`config.mk`:
```
export PLATFORM = sky130hd
export DESIGN_NAME = jad_accessory_detect
export DESIGN_NICKNAME = d
export VERILOG_FILES = /design/src/verilog/jad_pkg.sv /design/src/verilog/jad_meas_if.sv /design/src/verilog/jad_classify.sv /design/src/verilog/jad_meas_seq.sv /design/src/verilog/jad_accessory_detect.sv
export SDC_FILE = /design/constraint.sdc
export NUM_CORES = 1
export LEC_CHECK = 0
export BUFFER_PORTS_ARGS = -buffer_cell sky130_fd_sc_hd__buf_2
export CAP_MARGIN = 10
export CORE_MARGIN = 2
export CORE_UTILIZATION = 35
export CTS_BUF_LIST = sky130_fd_sc_hd__clkbuf_4 sky130_fd_sc_hd__clkbuf_8 sky130_fd_sc_hd__clkbuf_16
export DETAILED_ROUTE_END_ITERATION = 10
export GPL_ROUTABILITY_DRIVEN = 1
export PLACE_DENSITY = 0.59
export SLEW_MARGIN = 20
export SYNTH_ARGS = -nofsm -noshare
export SYNTH_HDL_FRONTEND = slang
export SYNTH_HIERARCHICAL = 1
export SYNTH_SLANG_ARGS = --single-unit
```
`constraint.sdc`:
```
create_clock -name clock -period 2.6 [get_ports clock]
set_clock_uncertainty 0.1 [all_clocks]
set_input_delay 0.26 -clock clock [delete_from_list [all_inputs] [get_ports clock]]
set_output_delay 0.26 -clock clock [all_outputs]
set_load 0.02 [all_outputs]
```
`src/verilog/jad_pkg.sv`:
```
// Shared constants and types for the jack accessory detection block.
// Assumes a single 10 MHz clock and an APB slave with 32-bit data.
package jad_pkg;
    // Register indexes; the byte address is four times the index.
    localparam logic [7:0] IDX_THR_1 = 8'hC8;
    localparam logic [7:0] IDX_THR_2 = 8'hC9;
    localparam logic [7:0] IDX_THR_3 = 8'hCA;
    localparam logic [7:0] IDX_THR_TOP = 8'hCB;
    localparam logic [7:0] IDX_FORCE = 8'hCC;
    localparam logic [7:0] IDX_HPTEST = 8'hCD;
    localparam logic [7:0] IDX_CTRL = 8'hCE;
    localparam logic [7:0] IDX_RESULT = 8'hCF;
    localparam logic [7:0] IDX_INT_STAT = 8'hD0;
    localparam logic [7:0] IDX_INT_MASK = 8'hD1;
    // Reset values.
    localparam logic [7:0] RST_THR_1 = 8'h0A;
    localparam logic [7:0] RST_THR_2 = 8'h16;
    localparam logic [7:0] RST_THR_3 = 8'h21;
    localparam logic [7:0] RST_THR_TOP = 8'h3E;
    localparam logic [7:0] RST_FORCE = 8'h01;
    localparam logic [7:0] RST_HPTEST = 8'h02;
    localparam logic [7:0] RST_CTRL = 8'h06;
    // Field positions.
    localparam int FORCE_TYPE_BIT = 5;
    localparam int FORCE_ORDER_BIT = 4;
    localparam int REPEAT_LSB = 2;
    localparam int AVG_LSB = 0;
    localparam int HP_COMP_BIT = 4;
    localparam int HP_SEL_LSB = 1;
    localparam int HP_EN_BIT = 0;
    localparam int CTRL_PAUSE_BIT = 0;
    localparam int CTRL_TYPE_DET_BIT = 1;
    localparam int CTRL_ORDER_DET_BIT = 2;
    localparam int INT_BUTTON = 0;
    localparam int INT_HPCOMP = 1;
    localparam int INT_JACK = 2;
    localparam int INT_W = 3;
    // Timing.
    localparam int CLK_PERIOD_NS = 100;
    localparam int CHECK_TIME_NS = 100_000;
    localparam int CHECK_CYCLES = CHECK_TIME_NS / CLK_PERIOD_NS;
    localparam int AVG_STEP_TIME_NS = 1_000_000;
    localparam int AVG_STEP_CYCLES = AVG_STEP_TIME_NS / CLK_PERIOD_NS;
    // Button result codes, lowest impedance first.
    typedef enum logic [2:0] {
        BTN_NONE = 3'h0,
        BTN_1 = 3'h1,
        BTN_2 = 3'h2,
        BTN_3 = 3'h3,
        BTN_4 = 3'h4
    } jad_button_type;
    // Measurement sequencer states, Gray from ST_IDLE through ST_CHECK and ST_AVERAGE to ST_DONE.
    typedef enum logic [1:0] {
        ST_IDLE = 2'h0,
        ST_CHECK = 2'h1,
        ST_AVERAGE = 2'h3,
        ST_DONE = 2'h2
    } jad_state_type;
endpackage : jad_pkg

```
`src/verilog/jad_meas_if.sv`:
```
// Interface between the register block and the measurement sequencer.
// Assumes both ends run on the same clock.
`timescale 1ns/10ps
`default_nettype none
interface jad_meas_if;
    logic run;
    logic [1:0] repeat_sel;
    logic [1:0] avg_sel;
    logic result_valid;
    logic [7:0] avg_code;
    modport ctrl (output run, repeat_sel, avg_sel, input result_valid, avg_code);
    modport seq (input run, repeat_sel, avg_sel, output result_valid, avg_code);
endinterface : jad_meas_if
`default_nettype wire

```
`src/verilog/jad_classify.sv`:
```
// Button classifier: maps an averaged impedance code to a button.
// Assumes thresholds are programmed in ascending order.
`timescale 1ns/10ps
`default_nettype none
module jad_classify (
    input wire logic [7:0] code, // Averaged impedance code.
    input wire logic [7:0] thr_1, // Lowest threshold.
    input wire logic [7:0] thr_2, // Second threshold.
    input wire logic [7:0] thr_3, // Third threshold.
    input wire logic [7:0] thr_top, // Button to microphone threshold.
    output var jad_pkg::jad_button_type button // Classified button.
);
    import jad_pkg::*;

    // First threshold that the code sits under wins.
    always_comb begin
        if (code < thr_1) begin
            button = BTN_1;
        end else if (code < thr_2) begin
            button = BTN_2;
        end else if (code < thr_3) begin
            button = BTN_3;
        end else if (code < thr_top) begin
            button = BTN_4;
        end else begin
            button = BTN_NONE;
        end
    end
endmodule : jad_classify
`default_nettype wire

```
`src/verilog/jad_meas_seq.sv`:
```
// Periodic button check: repeated 1-bit checks, then averaged 8-bit codes.
// Assumes press_level is already synchronised and adc_code is on this clock.
`timescale 1ns/10ps
`default_nettype none
module jad_meas_seq #(
    parameter int STEP_CYCLES = jad_pkg::AVG_STEP_CYCLES
) (
    input wire logic clock, // System clock.
    input wire logic resetn, // Asynchronous reset, active low.
    input wire logic press_level, // Button press comparator, synchronised.
    input wire logic [7:0] adc_code, // Live 8-bit impedance code.
    jad_meas_if.seq m // Settings in, result out.
);
    import jad_pkg::*;

    jad_state_type state_q;
    logic [15:0] cnt_q;
    logic [3:0] hits_q;
    logic [10:0] sum_q;
    logic [10:0] sum_d;
    logic [3:0] rep_target;
    logic [3:0] avg_target;
    logic last_check;
    logic last_step;

    assign rep_target = 4'h1 << m.repeat_sel;
    assign avg_target = 4'h1 << m.avg_sel;
    assign sum_d = sum_q + {3'h0, adc_code};
    assign last_check = (cnt_q == 16'(CHECK_CYCLES - 1));
    assign last_step = (cnt_q == 16'(STEP_CYCLES - 1));

    // One sequencer; dropping run stops checking at once.
    always_ff @(posedge clock or negedge resetn) begin
        if (!resetn) begin
            state_q <= ST_IDLE;
            cnt_q <= 16'h0000;
            hits_q <= 4'h0;
            sum_q <= 11'h000;
            m.avg_code <= 8'h00;
            m.result_valid <= 1'b0;
        end else begin
            m.result_valid <= 1'b0;
            cnt_q <= cnt_q + 16'h0001;
            case (state_q)
                ST_IDLE: begin
                    cnt_q <= 16'h0000;
                    hits_q <= 4'h0;
                    if (m.run) begin
                        state_q <= ST_CHECK;
                    end
                end
                ST_CHECK: begin
                    if (!m.run) begin
                        state_q <= ST_IDLE;
                    end else if (last_check) begin
                        cnt_q <= 16'h0000;
                        sum_q <= 11'h000;
                        if (!press_level) begin
                            hits_q <= 4'h0;
                        end else if (hits_q + 4'h1 == rep_target) begin
                            hits_q <= 4'h0;
                            state_q <= ST_AVERAGE;
                        end else begin
                            hits_q <= hits_q + 4'h1;
                        end
                    end
                end
                ST_AVERAGE: begin
                    if (!m.run) begin
                        state_q <= ST_IDLE;
                    end else if (last_step) begin
                        cnt_q <= 16'h0000;
                        sum_q <= sum_d;
                        hits_q <= hits_q + 4'h1;
                        if (hits_q + 4'h1 == avg_target) begin
                            m.avg_code <= 8'(sum_d >> m.avg_sel);
                            m.result_valid <= 1'b1;
                            state_q <= ST_DONE;
                        end
                    end
                end
                ST_DONE: begin
                    // Wait for release so one press gives one result.
                    cnt_q <= 16'h0000;
                    hits_q <= 4'h0;
                    if (!m.run) begin
                        state_q <= ST_IDLE;
                    end else if (!press_level) begin
                        state_q <= ST_CHECK;
                    end
                end
                default: begin
                    state_q <= ST_IDLE;
                end
            endcase
        end
    end

    // Helper: cycles spent averaging, held through the result cycle.
    int dur_q;
    always_ff @(posedge clock or negedge resetn) begin
        if (!resetn) begin
            dur_q <= 0;
        end else if (state_q == ST_AVERAGE) begin
            dur_q <= dur_q + 1;
        end else if (state_q != ST_DONE) begin
            dur_q <= 0;
        end
    end
endmodule : jad_meas_seq
`default_nettype wire

```
`src/verilog/jad_accessory_detect.sv`:
```
// Jack accessory detection: configuration registers, button result, jack
// type and pin order selection, headphone load test and interrupt.
// Assumes an APB master on the same clock; analog pins are asynchronous.
//
// What this block does
// - Codes under the top limit but above the third threshold give the top button.
// - With type detection off, force bit picks three or four contacts.
// - With order detection off, force bit picks ground-first or mic-first on a four-contact jack.
// - Two-bit field sets one, two, four or eight 1-bit checks.
// - Two-bit field sets one, two, four or eight averaged codes.
// - Each extra averaged code adds about one millisecond.
// - Comparator bit reads 1 when load is under the selected threshold.
// - Two-bit field selects 1000, 2500, 5000 or 10000 ohm.
// - Headphone test runs only while its enable bit is set.
// - Thresholds ascend; under the first is the lowest button.
// - Pause stops button checking; jack changes still reported.
//
// Chosen here: the APB register port.
`timescale 1ns/10ps
`default_nettype none
module jad_accessory_detect #(
    parameter int AVG_STEP = jad_pkg::AVG_STEP_CYCLES
) (
    input wire logic clock, // 10 MHz clock.
    input wire logic resetn, // Asynchronous reset, active low.
    input wire logic psel, // APB select.
    input wire logic penable, // APB enable.
    input wire logic pwrite, // APB direction.
    input wire logic [11:0] paddr, // APB byte address.
    input wire logic [31:0] pwdata, // APB write data.
    output logic [31:0] prdata, // APB read data.
    output logic pready, // APB ready.
    output logic pslverr, // APB error on unmapped address.
    input wire logic jack_present_pin, // Jack inserted, asynchronous.
    input wire logic button_press_pin, // 1-bit press comparator, asynchronous.
    input wire logic hp_comp_pin, // Headphone load comparator, asynchronous.
    input wire logic [7:0] adc_code, // 8-bit impedance code, same clock.
    input wire logic auto_four_pole, // Detected jack type, same clock.
    input wire logic auto_mic_first, // Detected pin order, same clock.
    output logic irq, // Interrupt, active high level.
    output logic jack_four_pole, // Jack type in use.
    output logic mic_before_ground_order, // Pin order in use.
    output logic hp_test_enable, // Headphone test block enable.
    output logic [1:0] hp_test_sel // Headphone test threshold select.
);
    import jad_pkg::*;

    jad_meas_if m ();

    logic [2:0] pin_meta_q;
    logic [2:0] pin_sync_q;
    logic jack_sync;
    logic press_sync;
    logic hp_sync;

    logic [7:0] thr_1_q;
    logic [7:0] thr_2_q;
    logic [7:0] thr_3_q;
    logic [7:0] thr_top_q;
    logic [7:0] force_q;
    logic [7:0] hptest_q;
    logic [7:0] ctrl_q;
    logic [INT_W-1:0] int_stat_q;
    logic [INT_W-1:0] int_stat_d;
    logic [INT_W-1:0] int_mask_q;
    logic [INT_W-1:0] events;

    logic [31:0] prdata_q;
    logic pready_q;
    logic pslverr_q;
    logic [31:0] rd_data;
    logic rd_hit;
    logic [7:0] idx;
    logic addr_ok;
    logic done;
    logic wr_en;
    logic stat_read;

    jad_button_type btn_d;
    jad_button_type btn_q;
    logic [7:0] avg_q;
    logic hp_comp_q;
    logic jack_prev_q;
    logic irq_q;
    logic four_pole_q;
    logic mic_first_q;
    logic four_pole_d;

    // Two flip-flops per pin before anything looks at the level.
    genvar gi;
    generate
        for (gi = 0; gi < 3; gi++) begin : g_sync
            always_ff @(posedge clock or negedge resetn) begin
                if (!resetn) begin
                    pin_meta_q[gi] <= 1'b0;
                    pin_sync_q[gi] <= 1'b0;
                end else begin
                    pin_meta_q[gi] <= gi == 0 ? jack_present_pin :
                        gi == 1 ? button_press_pin : hp_comp_pin;
                    pin_sync_q[gi] <= pin_meta_q[gi];
                end
            end
        end
    endgenerate

    assign jack_sync = pin_sync_q[0];
    assign press_sync = pin_sync_q[1];
    assign hp_sync = pin_sync_q[2];

    // Address decode: one aligned word per register.
    assign idx = paddr[9:2];
    assign addr_ok = (paddr[1:0] == 2'h0) && (paddr[11:10] == 2'h0);
    assign done = psel && penable && pready_q;
    assign wr_en = done && pwrite && addr_ok;
    assign stat_read = done && !pwrite && addr_ok && idx == IDX_INT_STAT;

    // APB handshake: every access phase lasts two cycles.
    always_ff @(posedge clock or negedge resetn) begin
        if (!resetn) begin
            pready_q <= 1'b0;
            pslverr_q <= 1'b0;
            prdata_q <= 32'h0000_0000;
        end else begin
            pready_q <= psel && penable && !pready_q;
            pslverr_q <= psel && penable && !pready_q && !(addr_ok && rd_hit);
            if (psel && penable && !pready_q) begin
                prdata_q <= (addr_ok && !pwrite) ? rd_data : 32'h0000_0000;
            end
        end
    end

    // Software-written registers.
    always_ff @(posedge clock or negedge resetn) begin
        if (!resetn) begin
            thr_1_q <= RST_THR_1;
            thr_2_q <= RST_THR_2;
            thr_3_q <= RST_THR_3;
            thr_top_q <= RST_THR_TOP;
            force_q <= RST_FORCE;
            hptest_q <= RST_HPTEST;
            ctrl_q <= RST_CTRL;
            int_mask_q <= '0;
        end else if (wr_en) begin
            case (idx)
                IDX_THR_1: thr_1_q <= pwdata[7:0];
                IDX_THR_2: thr_2_q <= pwdata[7:0];
                IDX_THR_3: thr_3_q <= pwdata[7:0];
                IDX_THR_TOP: thr_top_q <= pwdata[7:0];
                IDX_FORCE: force_q <= {2'h0, pwdata[5:0]};
                // The comparator bit is read only and never stored.
                IDX_HPTEST: hptest_q <= {5'h00, pwdata[2:0]};
                IDX_CTRL: ctrl_q <= {5'h00, pwdata[2:0]};
                IDX_INT_MASK: int_mask_q <= pwdata[INT_W-1:0];
                default: begin
                end
            endcase
        end
    end

    // Read multiplexer; unmapped words read zero and raise pslverr.
    always_comb begin
        rd_data = 32'h0000_0000;
        rd_hit = 1'b1;
        case (idx)
            IDX_THR_1: rd_data[7:0] = thr_1_q;
            IDX_THR_2: rd_data[7:0] = thr_2_q;
            IDX_THR_3: rd_data[7:0] = thr_3_q;
            IDX_THR_TOP: rd_data[7:0] = thr_top_q;
            IDX_FORCE: rd_data[7:0] = force_q;
            IDX_HPTEST: begin
                rd_data[7:0] = hptest_q;
                rd_data[HP_COMP_BIT] = hp_comp_q;
            end
            IDX_CTRL: rd_data[7:0] = ctrl_q;
            IDX_RESULT: rd_data[15:0] = {avg_q, 5'h00, btn_q};
            IDX_INT_STAT: rd_data[INT_W-1:0] = int_stat_q;
            IDX_INT_MASK: rd_data[INT_W-1:0] = int_mask_q;
            default: rd_hit = 1'b0;
        endcase
    end

    // Settings to the sequencer; pause or no jack stops checking.
    assign m.run = jack_sync && !ctrl_q[CTRL_PAUSE_BIT];
    assign m.repeat_sel = force_q[REPEAT_LSB+1:REPEAT_LSB];
    assign m.avg_sel = force_q[AVG_LSB+1:AVG_LSB];

    jad_meas_seq #(
        .STEP_CYCLES(AVG_STEP)
    ) u_seq (
        .clock(clock),
        .resetn(resetn),
        .press_level(press_sync),
        .adc_code(adc_code),
        .m(m)
    );

    jad_classify u_classify (
        .code(m.avg_code),
        .thr_1(thr_1_q),
        .thr_2(thr_2_q),
        .thr_3(thr_3_q),
        .thr_top(thr_top_q),
        .button(btn_d)
    );

    // Latch the classified button with its averaged code.
    always_ff @(posedge clock or negedge resetn) begin
        if (!resetn) begin
            btn_q <= BTN_NONE;
            avg_q <= 8'h00;
        end else if (m.result_valid) begin
            btn_q <= btn_d;
            avg_q <= m.avg_code;
        end
    end

    // Comparator result is forced low while the test is disabled.
    always_ff @(posedge clock or negedge resetn) begin
        if (!resetn) begin
            hp_comp_q <= 1'b0;
        end else begin
            hp_comp_q <= hptest_q[HP_EN_BIT] && hp_sync;
        end
    end

    // Events: new button result, comparator change, jack change.
    always_ff @(posedge clock or negedge resetn) begin
        if (!resetn) begin
            jack_prev_q <= 1'b0;
        end else begin
            jack_prev_q <= jack_sync;
        end
    end

    always_comb begin
        events = '0;
        events[INT_BUTTON] = m.result_valid;
        events[INT_HPCOMP] = hp_comp_q != (hptest_q[HP_EN_BIT] && hp_sync);
        events[INT_JACK] = jack_prev_q != jack_sync;
    end

    // A set in the clearing cycle wins; an event one cycle before the clear is cleared unread.
    assign int_stat_d = (int_stat_q & ~(stat_read ? {INT_W{1'b1}} : {INT_W{1'b0}}))
        | events;

    always_ff @(posedge clock or negedge resetn) begin
        if (!resetn) begin
            int_stat_q <= '0;
            irq_q <= 1'b0;
        end else begin
            int_stat_q <= int_stat_d;
            irq_q <= |(int_stat_q & int_mask_q);
        end
    end

    // Jack type and pin order: detector result or software force.
    assign four_pole_d = ctrl_q[CTRL_TYPE_DET_BIT] ? auto_four_pole
        : force_q[FORCE_TYPE_BIT];

    always_ff @(posedge clock or negedge resetn) begin
        if (!resetn) begin
            four_pole_q <= 1'b0;
            mic_first_q <= 1'b0;
        end else begin
            four_pole_q <= four_pole_d;
            // Order only means something on a four-contact jack.
            if (!four_pole_d) begin
                mic_first_q <= 1'b0;
            end else if (ctrl_q[CTRL_ORDER_DET_BIT]) begin
                mic_first_q <= auto_mic_first;
            end else begin
                mic_first_q <= force_q[FORCE_ORDER_BIT];
            end
        end
    end

    assign prdata = prdata_q;
    assign pready = pready_q;
    assign pslverr = pslverr_q;
    assign irq = irq_q;
    assign jack_four_pole = four_pole_q;
    assign mic_before_ground_order = mic_first_q;
    assign hp_test_enable = hptest_q[HP_EN_BIT];
    assign hp_test_sel = hptest_q[HP_SEL_LSB+1:HP_SEL_LSB];
endmodule : jad_accessory_detect
`default_nettype wire

```
==> results of run 1 <==
==> what timing repair did <==
item | 4_1_cts | 5_1_grt
buffers inserted | 0 | 3
hold buffers | 5 | 0
resized for setup | 2 | 11
setup endpoints to repair | 3 | 5
pin swaps | 2 | 2
endpoints found under the hold margin | 54 | 0
==> synthesized netlist by cell type, drive strengths merged, types with 10 or more instances <==
library cell / number / area, µm²
a21o: 10 / 75.1
a21oi: 24 / 120
a22o: 13 / 114
and3: 12 / 75.1
buf: 26 / 176
clkbuf: 18 / 68.8
dfrtp: 116 / 2900
dfstp: 16 / 420
ha: 38 / 475
inv: 43 / 161
mux2: 66 / 773
mux2i: 11 / 110
nand2: 36 / 135
nand2b: 11 / 76.3
nand3: 27 / 135
nor2: 51 / 194
nor3: 18 / 118
o21ai: 22 / 110
xnor2: 14 / 123
xor2: 10 / 87.6
==> through the flow <==
step	worst slack [ns]	hold WS, ns	util (%)	area, µm²	instances
floorplan	0.0258	-0.136	-	7750	730
global placement	-0.0456	0.218	39.1	8470	1064
detailed placement	-0.0736	0.211	39.1	8470	1064
CTS	0.0177	0.00663	42.2	9150	1101
global route	-0.0483	0.00646	42.6	9230	1104
finish	0.0617	0.0247	42.6	9230	1104
==> cells by family (layout without fill, tap and decap cells) <==
kind of cell	count (synthesis)	count (layout)	share of synthesized area, %
and+or+nand+nor	216	216	15.8
AOI/OAI and AO/OA	130	130	12.3
xor gates and xnor gates	24	24	2.73
adders and majority gates	39	39	6.44
other	1	16	0.0488
buffers and inverters	87	181	5.29
DFF	132	132	43.2
muxes	86	86	14.1
==> routing by layer <==
layer  vias to the layer above  part of all wire (%)
li1                       2772                     -
met1                      2813                    45
met2                       109                    48
met3                        29                   4.3
met4                         4                   1.7
met5                         -                  0.17
==> state kept, by name (all words and copies together) (netlist names), 4 cells and up <==
signal            flops
prdata               16
u_seq/cnt_q          16
u_seq/sum_q          11
avg_q                 8
thr_1_q               8
thr_2_q               8
thr_3_q               8
thr_top_q             8
u_seq/m.avg_code      8
force_q               6
u_seq/hits_q          4
==> cell type report <==
type | count | area [µm²]
Inverter | 43 | 161
Multi-Input combinational cell | 511 | 4090
Sequential cell | 132 | 3320
Timing Repair Buffer | 106 | 687
Tap cell | 280 | 350
Fill cell | 2061 | 12500
Clock buffer | 17 | 425
Clock inverter | 15 | 193
==> power by group through the flow <==
| stage | sequential, W | clock [W] | combinational, W |
|---|---|---|---|
| floorplan | 0.00211 | 0 | 0.000160 |
| global placement | 0.00211 | 0 | 0.000289 |
| detailed placement | 0.00211 | 0 | 0.000290 |
| CTS | 0.00208 | 0.00261 | 0.000298 |
| global route | 0.00208 | 0.00272 | 0.000340 |
| finish | 0.00208 | 0.00253 | 0.000307 |
==> worst max-delay path: cells and delay by family, from the launching register on <==
family / cells / cell delay [ns]
compound gates: 2 / 0.45
xor+xnor: 1 / 0.14
fa+ha+maj: 2 / 0.56
flops: 1 / 0.39
mux: 2 / 0.73
simple gates: 1 / 0.06
==> final timing paths <==
kind | to | start | cells past startpoint
worst min register to register | jack_sync$_DFF_PN0_ | pin_meta_q[0]$_DFF_PN0_ | 0
worst max-delay path | u_seq/m.avg_code[6]$_DFFE_PN0P_ | u_seq/sum_q[0]$_DFFE_PN0P_ | 8
min in group asynchronous | jack_four_pole$_DFF_PN0_ | resetn | 2
worst max register to register | u_seq/m.avg_code[6]$_DFFE_PN0P_ | u_seq/sum_q[0]$_DFFE_PN0P_ | 8
max in group asynchronous | thr_1_q[3]$_DFFE_PN1P_ | resetn | 3
worst min-delay path | thr_1_q[6]$_DFFE_PN0P_ | pwdata[6] | 2
==> results.md, run 1 <==
- Run status: finished, final reports clean
- Type of the worst setup path: reg2reg
- Library cells used by synthesis: 79
- DR WL/cell: 17.0 µm
- Slew at the pin with the worst max-slew slack: 0.643 ns
- Crit-path cells: ha_2, fa_2, a211oi_4, o211a_1, nor2_2, xnor2_2, mux4_2, mux2_4
- CTS max path bufs: 2
- Ports: 102
- Setup crit end kind: flip-flop
- Total GRT Usage: 16.8%
- Core area: 21700 µm²
- Detailed Place HPWL: 13600 µm
- # diodes: 0
- YS warnings: 6
- CP Data Required Time: 2.80 ns
- Headroom to the max-slew limit: 57.1%
- Startpoint types: flip-flop
- Max cap viols: 0
- TritonRoute pass-1 iters: 5
- Clock Tree Root: clkbuf_16
- Gpl congestion: 0.837
- PwrDens: 533 nW/µm²
- Peak VDD IR: 0.000361 V
- Syn Inst Count: 715
- Overflow after GRT: 0
- Area growth syn-to-layout: 20.0%
- Async set-reset flop share out of synthesis: 100%
- Met1 usage: 21.7%
- Delay of the slowest critical-path stage: 0.46 ns
- Initial antenna violation count: 2
- CTS Buf Count: 17
- Worst-skew pair later-pin latency: 0.43 ns
- Most common cell after layout, fill and taps aside: dfrtp_1
- Post-DR vias/cell: 5.19
- Min cycle time layout: 2.54 ns
- Max Transition Viols Final: 0
- Switching share of total power: 24.5%
- First-pass GRT wire length: 31000 µm
- Top_reg_cell synth: dfrtp_1
- Final total power: 0.00492 W
- Effective utilization at floorplan: 35.5%
- Die height: 152 µm
- Final Setup Violations: 0
- Clk slew on worst S/H paths: 0.06 ns
- Final-report hold violation count: 0
- Crit path max fanout: 3
- Die area: 23200 µm²
- Pleak: 4.25 nW
- Post-DRT Antenna Nets: 0
- WP data arrival: 2.74 ns
- Met3 Resource Use GR: 4.41%
- Rows: 54
- Vias in the first global route: 5836
- DIE WIDTH: 152 µm
- Post-synth EDFFs: 0
- Peak Freq: 394 MHz
- Most frequent cells in the layout: dfrtp_1, buf_2, mux2_2, nor2_1, inv_1
- Synth Area per Inst: 10.8 µm²
- 1st-iter DRT viols: 218
- Int Pwr: 0.00371 W
- Largest net degree at the start of global routing: 67
- Htree depth: 4
- Most used routing layer: met2
- Share of layout cells above drive strength 1: 30.9%
- Detailed Route WL: 18700 µm
- Slowest cell on crit path: mux4_2
- Sequential share of the synthesized area: 43.2%
- R2R setup slack: 0.06 ns
- RSZ-0062 raised after global routing: yes
- Period utilization: 97.6%
- Sequential power share: 42.2%
- Final TNS setup: 0 ns
- Port Buffer Count: 61
- TritonCTS clock tree: yes
- Flops & latches, synth: 132
- Combinational power share: 6.2%
- Psw: 0.00120 W
- Clk sinks: 132
- Fin nets: 912
- Post-Synthesis Cell Area: 7690 µm²
- DR DRC count: 0
- Routed vias: 5727
- Clock power frac: 51.5%
- GR met2 Demand/Resource: 27.7%
- Hold crit path type: in2reg
Note: power is estimated with default switching activity, not from simulation.
==> run 2, diff against run 1 <==
--- a/config.mk
+++ b/config.mk
@@ -8,11 +8,11 @@
 export BUFFER_PORTS_ARGS = -buffer_cell sky130_fd_sc_hd__buf_2
 export CAP_MARGIN = 10
 export CORE_MARGIN = 2
-export CORE_UTILIZATION = 35
+export CORE_UTILIZATION = 50
 export CTS_BUF_LIST = sky130_fd_sc_hd__clkbuf_4 sky130_fd_sc_hd__clkbuf_8 sky130_fd_sc_hd__clkbuf_16
 export DETAILED_ROUTE_END_ITERATION = 10
 export GPL_ROUTABILITY_DRIVEN = 1
-export PLACE_DENSITY = 0.59
+export PLACE_DENSITY = 0.75
 export SLEW_MARGIN = 20
 export SYNTH_ARGS = -nofsm -noshare
 export SYNTH_HDL_FRONTEND = slang
==> constraint.sdc (replaced) <==
create_clock -name clock -period 2.5 [get_ports clock]
set_clock_uncertainty 0.1 [all_clocks]
set_input_delay 0.25 -clock clock [delete_from_list [all_inputs] [get_ports clock]]
set_output_delay 0.25 -clock clock [all_outputs]
set_load 0.02 [all_outputs]
==> run 2 against run 1 <==
The run now ends with negative setup slack left; die area is 29% lower; first-iteration DRC count is 130% higher; worst setup slack got worse by 0.14 ns; critical path depth did not move; register-to-register slack got worse by 0.14 ns; clock power rose by 8.7%.
==> results.md, run 2 (synthesis results as in run 1) <==
- Run status: finished with violations
- Failing checks: negative setup slack
- R2R setup slack: -0.07 ns (-0.14 ns)
- Clk slew on worst S/H paths: 0.06 ns (about the same)
- TritonCTS clock tree: yes
- Htree depth: 4 (unchanged)
- DIE WIDTH: 128 µm (-16%)
- Setup crit end kind: flip-flop
- Final-report hold violation count: 0 (unchanged)
- Area growth syn-to-layout: 21.3%
- # diodes: 0 (unchanged)
- Initial antenna violation count: 0 (-2)
- Worst-skew pair later-pin latency: 0.42 ns (about the same)
- Crit path max fanout: 2 (-1)
- CTS max path bufs: 2 (unchanged)
- Post-DR vias/cell: 5.82 (+12%)
- CP Data Required Time: 2.70 ns (-0.10 ns)
- DP Cell Count: 979 (-8.0%)
- Post-DRT Antenna Nets: 0 (unchanged)
- Clk sinks: 132 (unchanged)
- Pleak: 4.33 nW (+1.8%)
- Effective utilization at floorplan: 51.0% (+16 points)
- RSZ-0062 raised after global routing: yes
- Die height: 128 µm (-16%)
- Rows: 45 (-17%)
- DR WL/cell: 17.7 µm (+4.3%)
- Core area: 15100 µm² (-30%)
- Area of the multi-input gates: 4170 µm² (+1.9%)
- Min cycle time layout: 2.57 ns (+0.0361 ns)
- Ports: 102 (unchanged)
- Final Setup Violations: 4 (+4)
- Peak VDD IR: 0.000480 V (+33%)
- Post-route setup slack: -0.0745 ns (-0.136 ns)
- Most common cell after layout, fill and taps aside: dfrtp_1
- Headroom to the max-slew limit: 57.1% (about the same)
- Slew at the pin with the worst max-slew slack: 0.627 ns (-0.0167 ns)
- WP data arrival: 2.78 ns (+0.04 ns)
- Period utilization: 103% (+5.3 points)
- First-pass GRT wire length: 29100 µm (-6.2%)
- Fin nets: 926 (+1.5%)
- CTS Buf Count: 17 (unchanged)
- Hold crit path type: in2reg
- PwrDens: 565 nW/µm² (+6.0%)
- Placed Area: 8400 µm² (-0.86%)
- Design area: 9330 µm² (+1.1%)
- Peak Freq: 388 MHz (-1.4%)
- TritonRoute pass-1 iters: 5 (unchanged)
- Die area: 16400 µm² (-29%)
- DR DRC count: 0 (unchanged)
- Largest net degree at the start of global routing: 63 (-6.0%)
- Layout fillers: 1198 (-42%)
- Detailed Place HPWL: 12600 µm (-7.6%)
- Clock Tree Root: clkbuf_16
- Max Transition Viols Final: 0 (unchanged)
- Register area: 3320 µm² (unchanged)
- Gpl congestion: 0.875 (+4.6%)
- Overflow after GRT: 0 (unchanged)
- Vias in the first global route: 5786 (-0.86%)
- DP Worst Slack: -0.0845 ns (-0.0108 ns)
- Startpoint types: flip-flop
- Detailed Route WL: 18100 µm (-3.1%)
- Most frequent cells in the layout: dfrtp_1, buf_2, mux2_2, buf_4, nor2_1
- Type of the worst setup path: reg2reg
- Share of layout cells above drive strength 1: 32.8% (+1.9 points)
- Routed vias: 5973 (+4.3%)
- Max cap viols: 0 (unchanged)
- Final total power: 0.00527 W (+7.2%)
- Final non-filler cell total: 1026 (-7.1%)
- Final TNS setup: -0.201 ns (-0.201 ns)
- 1st-iter DRT viols: 491 (+130%)
- Port Buffer Count: 61 (unchanged)
- Total GRT Usage: 22.8% (+6.0 points)
-- run 2: cell types whose count changed in the layout (fill, tap and decap cells not counted), sizes merged --
cell / before / now
clkbuf: 17 / 19
bufinv: 3 / 5
clkinvlp: 1 / 4
inv: 50 / 43
dlygate4sd3: 5 / 6
buf: 101 / 114
-- run 2: area by class of cell --
| class | instances | area share, % |
|---|---|---|
| Clock buffer | 19 | 4.79 |
| Sequential cell | 132 | 35.6 |
| Timing Repair Buffer | 120 | 8.42 |
| Clock inverter | 13 | 2.23 |
| Tap cell | 188 | 2.52 |
| Multi-Input combinational cell | 511 | 44.7 |
| Inverter | 43 | 1.73 |
-- run 2: path summary, 6_finish.rpt --
check                                           start                              end  cells after the start
hold reg to reg               pin_meta_q[0]$_DFF_PN0_              jack_sync$_DFF_PN0_                      0
setup reg to reg           u_seq/sum_q[0]$_DFFE_PN0P_  u_seq/m.avg_code[6]$_DFFE_PN0P_                      8
max in group asynchronous                      resetn        u_seq/cnt_q[15]$_DFF_PN0_                      3
min in group asynchronous                      resetn             avg_q[6]$_DFFE_PN0P_                      2
hold / removal                              pwdata[6]           thr_3_q[6]$_DFFE_PN0P_                      2
setup / recovery           u_seq/sum_q[0]$_DFFE_PN0P_  u_seq/m.avg_code[6]$_DFFE_PN0P_                      8
-- run 2: metrics by stage --
step           hold WS (ns)  utilization (%)
2_1_floorplan        -0.146                -
3_3_place_gp          0.166             55.6
3_5_place_dp          0.164             55.6
4_1_cts              0.0130             61.0
5_1_grt              0.0281             61.8
6_report             0.0318             61.8
-- run 2: worst max-delay path, cell delays in order (launching register included) --
cell and delay, ns:
dfrtp_1 0.41, ha_4 0.18, fa_2 0.37, a211oi_4 0.26, o211a_1 0.22, nor2_2 0.06
xnor2_1 0.14, mux4_2 0.46, mux2_4 0.26
-- run 2: report_power, final --
group,switching [W],internal (W),total [W],leakage [nW]
Clock,0.000950,0.00180,0.00275,0.309
Sequential,0.00000944,0.00215,0.00216,1.73
Combinational,0.000214,0.000141,0.000355,2.29
-- run 2: what timing repair did --
| item | in CTS | in global routing |
|---|---|---|
| pin swaps | 4 | 9 |
| endpoints found under the hold margin | 58 | 0 |
| endpoints found under the setup margin | 3 | 10 |
| hold buffers | 6 | 0 |
| buffers inserted | 4 | 5 |
| gates resized for setup | 13 | 16 |
-- run 2: layer usage --
layer,share of wire [%],global-route usage [%],vias up
met5,0,0,-
met4,2.3,8.66,0
met3,4.5,5.01,30
met2,50,37.7,157
met1,43,29.3,2991
li1,-,-,2795
